$ cat src/verilog/eqs_cfg.svh
// Purpose: Offsets, field positions, reset values and timing counts
//          for the egress QoS scheduler.
// Assumes: Included by its bare name from the scheduler module.
// Notes:   Byte addresses on an 8-bit register address, one word each.
//
// What this block does
// Default map: pri 0-1,2-3,4-5,6-7 to queues 0-3
// Tag enabled: take priority from 802.1p tag
// IP enabled: take priority from DiffServ/traffic class
// Both enabled: precedence bit picks winner, tag default
// Remap table turns tag priority into new priority
// One congestion policy shared by both ports
// Strict: higher queue always served first
// Weighted: per round 8,4,2,1 frames from queues 3-0
// Optional interlink ingress rate limit, none to 90
// Optional interlink egress rate limit, none to 90
// Weighted: empty queue yields turn without idling
`ifndef EQS_CFG_SVH
`define EQS_CFG_SVH

// Register byte addresses
`define EQS_A_CTRL 8'h00
`define EQS_A_REMAP 8'h04
`define EQS_A_QMAP 8'h08
`define EQS_A_RATE 8'h0C
`define EQS_A_STAT 8'h10
`define EQS_A_DROP 8'h14

// Control register fields
`define EQS_B_TAG 0
`define EQS_B_IP 1
`define EQS_B_PREC 2
`define EQS_B_WFQ 3
`define EQS_B_EGLNK 4
`define EQS_CTRL_W 5
`define EQS_CTRL_RST 5'h13

// Remap: identity; queue map: two priorities per queue
`define EQS_REMAP_RST 24'hFAC688
`define EQS_QMAP_RST 16'hFA50

// Rate field: Mbps, zero means no limit
`define EQS_RATE_W 7
`define EQS_RATE_MAX 7'h5A
`define EQS_RATE_RST 7'h00
`define EQS_EGR_LSB 8

// Weights of queues 3..0
`define EQS_W3 4'h8
`define EQS_W2 4'h4
`define EQS_W1 4'h2
`define EQS_W0 4'h1

// Priority bits of the DiffServ / traffic class byte
`define EQS_IP_MSB 7
`define EQS_IP_LSB 5

// Timing: tokens in bits are added once per microsecond
`define EQS_CLK_NS 100
`define EQS_TICK_NS 1000
`define EQS_TICK_CYC (`EQS_TICK_NS / `EQS_CLK_NS)

`endif

$ cat src/verilog/eqs_pkg.sv
// Purpose: Shared types of the egress QoS scheduler.
// Assumes: Nothing beyond the standard language.
// Notes:   Constants live in eqs_cfg.svh.
`default_nettype none
package eqs_pkg;
  typedef logic [2:0] eqs_pri_t;
  typedef logic [1:0] eqs_q_t;
  typedef logic [3:0] eqs_cr_t;
endpackage
`default_nettype wire

$ cat src/verilog/eqs_sched.sv
// Purpose: Classify ingress frames onto four egress queues and serve
//          them by strict or 8:4:2:1 weighted policy with rate limits.
// Assumes: Queues hold frame counts; frame data sits in the switch.
// Notes:   Ingress limit polices (drops), egress limit shapes (waits).
//
// The placing of the registers and the address-and-strobe port were chosen for this implementation.
`timescale 1ns/10ps
`default_nettype none
`include "eqs_cfg.svh"

module eqs_sched
  import eqs_pkg::*;
#(
  parameter int DEPTH = 16,
  parameter int BURST = 24576,
  parameter int TW = 18
) (
  input wire logic mclk,
  input wire logic rstn,
  input wire logic [7:0] reg_addr,
  input wire logic [31:0] reg_wdata,
  input wire logic reg_wr,
  input wire logic reg_rd,
  output logic [31:0] reg_rdata,
  input wire logic in_valid,
  input wire logic in_port_link,
  input wire logic in_tagged,
  input wire logic [2:0] in_tag_pri,
  input wire logic in_ip_ok,
  input wire logic [7:0] in_ip_tc,
  input wire logic [10:0] in_len,
  output logic cls_valid,
  output logic [1:0] cls_queue,
  output logic cls_drop,
  input wire logic eg_ready,
  input wire logic eg_done,
  input wire logic [10:0] eg_len,
  output logic tx_grant,
  output logic [1:0] tx_queue
);

  localparam int CW = $clog2(DEPTH + 1);
  localparam logic [CW-1:0] FULL = CW'(DEPTH);
  localparam logic [TW-1:0] BKT = TW'(BURST);
  localparam logic [3:0] TICK_LAST = 4'(`EQS_TICK_CYC - 1);

  // Configuration and status registers
  logic [`EQS_CTRL_W-1:0] ctrl_r, ctrl_nxt;
  logic [23:0] remap_r, remap_nxt;
  logic [15:0] qmap_r, qmap_nxt;
  logic [`EQS_RATE_W-1:0] irate_r, irate_nxt;
  logic [`EQS_RATE_W-1:0] erate_r, erate_nxt;
  logic [15:0] drops_r, drops_nxt;
  logic [31:0] rdata_r, rdata_nxt;

  // Datapath state
  logic [CW-1:0] cnt_r [4];
  logic [CW-1:0] cnt_nxt [4];
  eqs_cr_t cr_r [4];
  eqs_cr_t cr_nxt [4];
  logic [3:0] tick_r, tick_nxt;
  logic [TW-1:0] itok_r, itok_nxt;
  logic [TW-1:0] etok_r, etok_nxt;
  logic cv_r, cv_nxt;
  eqs_q_t cq_r, cq_nxt;
  logic cd_r, cd_nxt;
  logic tg_r, tg_nxt;
  eqs_q_t tq_r, tq_nxt;

  // Combinational helpers
  eqs_pri_t tag_p, ip_p, pri;
  eqs_q_t q_in, q_out;
  logic use_tag, use_ip, accept, can_send, shaped_ok, tick;
  logic [3:0] nonempty, ready_cr;
  logic [13:0] in_bits, eg_bits;
  eqs_cr_t wt [4];

  // Highest set bit of a queue mask; queue 3 has highest priority
  function automatic eqs_q_t top_q(input logic [3:0] m);
    eqs_q_t r;
    r = 2'h0;
    if (m[3]) begin
      r = 2'h3;
    end else if (m[2]) begin
      r = 2'h2;
    end else if (m[1]) begin
      r = 2'h1;
    end
    return r;
  endfunction

  // Clamp a rate request to the legal range
  function automatic logic [`EQS_RATE_W-1:0] clamp(input logic [6:0] v);
    return (v > `EQS_RATE_MAX) ? `EQS_RATE_MAX : v;
  endfunction

  // Register bus: writes land at once, reads answer one cycle later
  always_comb begin
    ctrl_nxt = ctrl_r;
    remap_nxt = remap_r;
    qmap_nxt = qmap_r;
    irate_nxt = irate_r;
    erate_nxt = erate_r;
    drops_nxt = drops_r;
    rdata_nxt = 32'h0000_0000;
    if (cls_valid && cls_drop && drops_r != 16'hFFFF) begin
      drops_nxt = drops_r + 16'h0001;
    end
    if (reg_wr) begin
      case (reg_addr)
        `EQS_A_CTRL: ctrl_nxt = reg_wdata[`EQS_CTRL_W-1:0];
        `EQS_A_REMAP: remap_nxt = reg_wdata[23:0];
        `EQS_A_QMAP: qmap_nxt = reg_wdata[15:0];
        `EQS_A_RATE: begin
          irate_nxt = clamp(reg_wdata[6:0]);
          erate_nxt = clamp(reg_wdata[`EQS_EGR_LSB +: 7]);
        end
        // Writing the drop counter clears it; a same-cycle drop is kept
        `EQS_A_DROP: drops_nxt = (cls_valid && cls_drop) ? 16'h0001 : 16'h0000;
        default: ;
      endcase
    end
    if (reg_rd) begin
      case (reg_addr)
        `EQS_A_CTRL: rdata_nxt = {27'h0, ctrl_r};
        `EQS_A_REMAP: rdata_nxt = {8'h00, remap_r};
        `EQS_A_QMAP: rdata_nxt = {16'h0000, qmap_r};
        `EQS_A_RATE: rdata_nxt = {17'h0, erate_r, 1'b0, irate_r};
        `EQS_A_STAT: begin
          for (int i = 0; i < 4; i++) begin
            rdata_nxt[i*8 +: 8] = 8'(cnt_r[i]);
          end
        end
        `EQS_A_DROP: rdata_nxt = {16'h0000, drops_r};
        default: rdata_nxt = 32'h0000_0000; // Unmapped reads as zero
      endcase
    end
  end

  always_ff @(posedge mclk) begin
    if (!rstn) begin
      ctrl_r <= `EQS_CTRL_RST;
      remap_r <= `EQS_REMAP_RST;
      qmap_r <= `EQS_QMAP_RST;
      irate_r <= `EQS_RATE_RST;
      erate_r <= `EQS_RATE_RST;
      drops_r <= 16'h0000;
      rdata_r <= 32'h0000_0000;
    end else begin
      ctrl_r <= ctrl_nxt;
      remap_r <= remap_nxt;
      qmap_r <= qmap_nxt;
      irate_r <= irate_nxt;
      erate_r <= erate_nxt;
      drops_r <= drops_nxt;
      rdata_r <= rdata_nxt;
    end
  end

  // Classification, policing, queue bookkeeping and service order
  always_comb begin
    wt[3] = `EQS_W3;
    wt[2] = `EQS_W2;
    wt[1] = `EQS_W1;
    wt[0] = `EQS_W0;
    tick = (tick_r == TICK_LAST);
    tick_nxt = tick ? 4'h0 : tick_r + 4'h1;

    // Source of priority for this frame
    tag_p = remap_r[in_tag_pri*3 +: 3];
    ip_p = in_ip_tc[`EQS_IP_MSB:`EQS_IP_LSB];
    use_tag = ctrl_r[`EQS_B_TAG] && in_tagged;
    use_ip = ctrl_r[`EQS_B_IP] && in_ip_ok;
    if (use_tag && (!use_ip || !ctrl_r[`EQS_B_PREC])) begin
      pri = tag_p;
    end else if (use_ip) begin
      pri = ip_p;
    end else begin
      pri = 3'h0; // Unclassified frames ride the lowest priority
    end
    q_in = qmap_r[pri*2 +: 2];

    // Ingress token bucket in bits; idle buckets sit full
    in_bits = {in_len, 3'h0};
    itok_nxt = itok_r;
    if (irate_r == `EQS_RATE_RST) begin
      itok_nxt = BKT;
    end else if (tick) begin
      itok_nxt = (itok_r + TW'(irate_r) > BKT) ? BKT : itok_r + TW'(irate_r);
    end
    accept = (cnt_r[q_in] != FULL);
    if (in_port_link && irate_r != `EQS_RATE_RST) begin
      accept = accept && (itok_r >= TW'(in_bits));
    end
    if (in_valid && accept && in_port_link && irate_r != `EQS_RATE_RST) begin
      itok_nxt = itok_nxt - TW'(in_bits);
    end

    // Egress shaper: signed credit may dip below zero after a frame
    eg_bits = {eg_len, 3'h0};
    etok_nxt = etok_r;
    if (erate_r == `EQS_RATE_RST || !ctrl_r[`EQS_B_EGLNK]) begin
      etok_nxt = BKT;
    end else begin
      if (tick && !etok_r[TW-1] && etok_r + TW'(erate_r) > BKT) begin
        etok_nxt = BKT;
      end else if (tick) begin
        etok_nxt = etok_r + TW'(erate_r);
      end
      if (eg_done) begin
        etok_nxt = etok_nxt - TW'(eg_bits);
      end
    end
    shaped_ok = !etok_r[TW-1];

    // Pick a queue under the shared policy
    for (int i = 0; i < 4; i++) begin
      nonempty[i] = (cnt_r[i] != '0);
      ready_cr[i] = nonempty[i] && (cr_r[i] != 4'h0);
      cr_nxt[i] = cr_r[i];
    end
    if (!ctrl_r[`EQS_B_WFQ]) begin
      q_out = top_q(nonempty);
    end else if (ready_cr != 4'h0) begin
      q_out = top_q(ready_cr);
    end else begin
      q_out = top_q(nonempty);
    end
    // A grant blocks the next cycle so a slow ready drop is safe
    can_send = eg_ready && !tg_r && (nonempty != 4'h0) && shaped_ok;
    if (can_send && ctrl_r[`EQS_B_WFQ]) begin
      if (ready_cr == 4'h0) begin
        // Round spent or only starved queues left: start a new round
        for (int i = 0; i < 4; i++) begin
          cr_nxt[i] = wt[i];
        end
      end
      cr_nxt[q_out] = cr_nxt[q_out] - 4'h1;
    end

    // Frame counts: enqueue and dequeue may meet on one queue
    for (int i = 0; i < 4; i++) begin
      cnt_nxt[i] = cnt_r[i];
      if (in_valid && accept && q_in == eqs_q_t'(i)) begin
        cnt_nxt[i] = cnt_nxt[i] + CW'(1);
      end
      if (can_send && q_out == eqs_q_t'(i)) begin
        cnt_nxt[i] = cnt_nxt[i] - CW'(1);
      end
    end

    // Registered results
    cv_nxt = in_valid;
    cq_nxt = in_valid ? q_in : cq_r;
    cd_nxt = in_valid && !accept;
    tg_nxt = can_send;
    tq_nxt = can_send ? q_out : tq_r;
  end

  always_ff @(posedge mclk) begin
    if (!rstn) begin
      for (int i = 0; i < 4; i++) begin
        cnt_r[i] <= '0;
        cr_r[i] <= 4'h0;
      end
      tick_r <= 4'h0;
      itok_r <= BKT;
      etok_r <= BKT;
      cv_r <= 1'b0;
      cq_r <= 2'h0;
      cd_r <= 1'b0;
      tg_r <= 1'b0;
      tq_r <= 2'h0;
    end else begin
      for (int i = 0; i < 4; i++) begin
        cnt_r[i] <= cnt_nxt[i];
        cr_r[i] <= cr_nxt[i];
      end
      tick_r <= tick_nxt;
      itok_r <= itok_nxt;
      etok_r <= etok_nxt;
      cv_r <= cv_nxt;
      cq_r <= cq_nxt;
      cd_r <= cd_nxt;
      tg_r <= tg_nxt;
      tq_r <= tq_nxt;
    end
  end

  // Every output straight from a flip-flop
  assign reg_rdata = rdata_r;
  assign cls_valid = cv_r;
  assign cls_queue = cq_r;
  assign cls_drop = cd_r;
  assign tx_grant = tg_r;
  assign tx_queue = tq_r;

endmodule // eqs_sched
`default_nettype wire

$ cat config.mk
export PLATFORM = sky130hd
export DESIGN_NAME = eqs_sched
export DESIGN_NICKNAME = d
export VERILOG_FILES = /design/src/verilog/eqs_pkg.sv /design/src/verilog/eqs_sched.sv
export VERILOG_INCLUDE_DIRS = /design/src /design/src/verilog
export SDC_FILE = /design/constraint.sdc
export NUM_CORES = 1
export LEC_CHECK = 0
export BUFFER_PORTS_ARGS = -buffer_cell sky130_fd_sc_hd__buf_2
export CORE_AREA = 2 2 149 151
export CTS_BUF_LIST = sky130_fd_sc_hd__clkbuf_4 sky130_fd_sc_hd__clkbuf_8
export DETAILED_ROUTE_END_ITERATION = 6
export DIE_AREA = 0 0 151 153
export GPL_TIMING_DRIVEN = 0
export PLACE_DENSITY = 0.86
export RECOVER_POWER = 50
export SETUP_SLACK_MARGIN = 0.05
export SLEW_MARGIN = 25
export SYNTH_ARGS = -nofsm -noshare
export SYNTH_HDL_FRONTEND = slang
export SYNTH_SLANG_ARGS = --single-unit
$ cat constraint.sdc
create_clock -name mclk -period 6 [get_ports mclk]
set_clock_uncertainty 0.05 [all_clocks]
set_input_delay 0.9 -clock mclk [delete_from_list [all_inputs] [get_ports mclk]]
set_output_delay 0.9 -clock mclk [all_outputs]
set_load 0.02 [all_outputs]
==> flow_summary.json <==
{
  "run_status": "finished clean",
  "dieArea_um2": 23100,
  "powerDensity_nw_per_um2": 232,
  "fmaxAchievable_mhz": 179,
  "initial_core_util_pct": 55.0,
  "cts_htree_levels": 4,
  "synthToLayoutAreaGrowth_pct": 11.7,
  "drt_iter0_drc": 1109,
  "reg_to_reg_critical_path_startpoint": "irate_r[5]",
  "grt_antenna_before_repair": 0,
  "min_path_type": "reg -> reg",
  "synth.cell_area_um2": 11800,
  "vias_post_dr": 11900,
  "total_power_after_layout_uw": 3070,
  "critical_path.cell_chain": "ha_1, or3_1, o22a_1, nand3_1, mux2_2, o22a_1, a41oi_4, o41ai_1, nand2_1, ha_1, inv_1, fa_1, a21o_1, a21oi_1, o21ai_0, a21oi_1, o21ai_0, a21oi_2, o21ai_2, a2111oi_4, a21oi_1, a31o_2",
  "clock_sinks": 187,
  "timing_hold_violations_final": 0,
  "timing.critical_path.to": "itok_r[17]",
  "post_cts_hold_buffer_count": 0,
  "total_gr_overflow": 0,
  "layout_min_cycle_time_ps": 5590,
  "netlist-cell-type-count": 83,
  "power.static_leakage_uw": 0.00530,
  "count_of_filler_cells_inserted_in_the_layout": 1919,
  "routed_via_density": 6.20,
  "die_h_um": 153,
  "ys_seq_elements": 187,
  "layout_cell_share_with_drive_strength_beyond_1_pct": 11.5,
  "critical_path.startpoint_type": "register",
  "timing.setup.critical_path_class": "reg -> reg",
  "input_output_buffers": 98,
  "crit_slowest_cell": "a2111oi_4",
  "maxCapViolCount": 0,
  "drc": 0,
  "antenna-diode-count": 0,
  "grt_start_max_net_pins": 19,
  "hpwlAfterDp_um": 26900,
  "min_period_over_period_pct": 93.2,
  "cp_common_cell": "a21oi_1",
  "required_ps": 6330,
  "drt_pre_antenna_iters": 6,
  "count_of_flip_flops_with_a_built_in_enable_after_synthesis": 0,
  "synth_flop_cell": "dfxtp_1",
  "synthesis.area_per_instance_um2": 7.93,
  "finalSetupViolations": 0,
  "worst-slew-pin-transition_ps": 1300,
  "first_global_vias": 11100,
  "postRouteWirelength_um": 35400,
  "fp.dieW_um": 151,
  "slowest_delay_ps": 460,
  "clkLatencyLatePin_ps": 490,
  "grt_setup_unrepaired": "true",
  "top_level_ports": 122,
  "timing.max_slew.rel_slack_pct": 12.1,
  "cp.arrival_ps": 5920,
  "synth_seq_area_share_pct": 31.7,
  "grt_util_all_layers_pct": 30.1,
  "design.final.nets": 1770,
  "max-vdd-ir-drop_v": 0.000127,
  "floorplan.rows": 54,
  "gp_congestion": 1.01,
  "tritoncts": "built",
  "clk_transition_reported_paths_ps": 100,
  "wl_per_cell_um": 18.5,
  "r2r_setup_slack_ps": 410,
  "post-route-util_pct": 61.4,
  "finalMaxSlewViolations": 0,
  "layout.cells.most_common": "dfxtp_1",
  "yosysWarningCount": 0,
  "final_cell_mix": "186 x dfxtp_1, 183 x nand2_1, 159 x nor2_1",
  "synthesis.instances": 1490,
  "grt_pass1_wl_um": 55900,
  "tritoncts.num_buffers": 17,
  "core_region_area_um2": 21500,
  "cts_root_buffer": "clkbuf_8",
  "antenna_left": 0,
  "worst_setup_path_startpoint": "irate_r[5]",
  "crit_fanout": 7,
  "rr_worst_depth": 22,
  "critical_path.endpoint_type": "register",
  "asyncSetResetFlopFracSynth_pct": 0,
  "reg2reg_to": "itok_r[17]",
  "maximum_root_to_sink_buffer_count": 2
}
[area by class of cell]
cell class	instances	area (um^2)	area share [%]
repair buffers	109	524	3.97
flip-flops and latches	187	3740	28.4
inverters	73	274	2.08
clock inverters	13	126	0.957
plain buffers	75	325	2.46
clock buffers	18	248	1.88
well taps	280	350	2.65
multi-input cells	1157	7610	57.6
[per-stage QoR]
stage               hold WS [ps]  worst slack [ps]  cells  cell area [um^2]  TNS (ps)
floorplan                    383               428   1492             11800         0
CTS                          419              85.7   1904             13100         0
finish                       429               407   1912             13200         0
global placement             393              -669   1870             12700     -1730
detailed placement           404              -439   1871             12700     -1290
global route                 441              13.2   1912             13200         0
[cell families (layout without fill, tap and decap cells)]
group,after synthesis,in the layout,share of synthesized area (%)
multiplexers,68,68,6.46
buffers and inverters,148,288,4.99
AO/OA/AOI/OAI,333,333,18.9
other,1,3,0.0317
flip-flops,187,187,31.7
AND/OR/NAND/NOR,610,610,24.9
adder cells (fa/ha/maj),67,67,7.35
XOR/XNOR,76,76,5.69
[what timing repair did]
| action | in CTS | in global routing |
|---|---|---|
| buffers inserted | 2 | 8 |
| setup endpoints to repair | 6 | 8 |
| resized for setup | 8 | 26 |
| pin swaps | 2 | 8 |
| hold endpoints to repair | 0 | 0 |
[power breakdown]
| part | switching, uW | internal (uW) |
|---|---|---|
| combinational | 577 | 326 |
| sequential | 52.6 | 1280 |
| clock | 512 | 318 |
[cell usage after synthesis, types with 6 or more instances]
| library cell | n | area, um^2 |
|---|---|---|
| o211ai_1 | 11 | 82.6 |
| o31ai_1 | 16 | 120 |
| mux2i_1 | 44 | 440 |
| nor2_1 | 161 | 604 |
| o21ai_0 | 46 | 230 |
| a22oi_1 | 32 | 240 |
| a31o_2 | 6 | 52.6 |
| dfxtp_1 | 187 | 3740 |
| buf_2 | 6 | 30.0 |
| a211oi_1 | 24 | 180 |
| nand3_1 | 64 | 320 |
| a21oi_1 | 98 | 490 |
| or4_1 | 9 | 67.6 |
| clkbuf_1 | 62 | 233 |
| nand3b_1 | 8 | 60.1 |
| nor2b_1 | 14 | 87.6 |
| or3_1 | 13 | 81.3 |
| nor3_1 | 33 | 165 |
| nor3b_1 | 10 | 75.1 |
| inv_1 | 72 | 270 |
| o21bai_1 | 9 | 67.6 |
| a31oi_1 | 9 | 56.3 |
| mux2_2 | 20 | 225 |
| nand4_1 | 26 | 163 |
| xnor2_1 | 40 | 350 |
| nand2_1 | 183 | 687 |
| and3_1 | 26 | 163 |
| o21a_1 | 8 | 60.1 |
| or4b_2 | 7 | 70.1 |
| xor2_1 | 35 | 307 |
| o41ai_1 | 12 | 105 |
| and2_1 | 15 | 93.8 |
| a21o_1 | 12 | 90.1 |
| or2_2 | 7 | 43.8 |
| nor4_1 | 11 | 68.8 |
| ha_1 | 63 | 788 |
[state kept, by name, indices dropped and copies added, names as in the netlist]
name and flops:
reg_rdata 29, remap_r 24, cnt_r 20, etok_r 18
itok_r 18, cr_r 16, drops_r 16, qmap_r 16
erate_r 7, irate_r 7, ctrl_r 5, tick_r 4
cls_queue 2, tx_queue 2, cls_drop 1, cls_valid 1
tx_grant 1
[critical path: cells and delay by family, from the launching register on]
kind	cells	cell delay (ps)
flops	1	390
mux	1	360
buf+inv	1	70
compound gates	14	3080
simple gates	3	680
fa+ha+maj	3	850
[worst min-delay path by stage]
stage                     startpoint  depth (start not counted)         to  slack (ps)
after detailed placement   qmap_r[3]                          2  qmap_r[3]         400
after global routing       qmap_r[3]                          2  qmap_r[3]         440
after global placement     qmap_r[3]                          2  qmap_r[3]         390
final                      qmap_r[3]                          2  qmap_r[3]         430
after floorplan            tick_r[0]                          1  tick_r[0]         380
after CTS                  qmap_r[3]                          2  qmap_r[3]         420
[per-layer routing]
layer,up-vias,wire [um],GRT usage (%)
li1,5609,-,-
met1,5503,14600,39.9
met2,633,16100,48.4
met3,105,3250,4.12
met4,0,1480,14.1
met5,-,0,0
No activity file was read; power rests on OpenSTA's default activity.
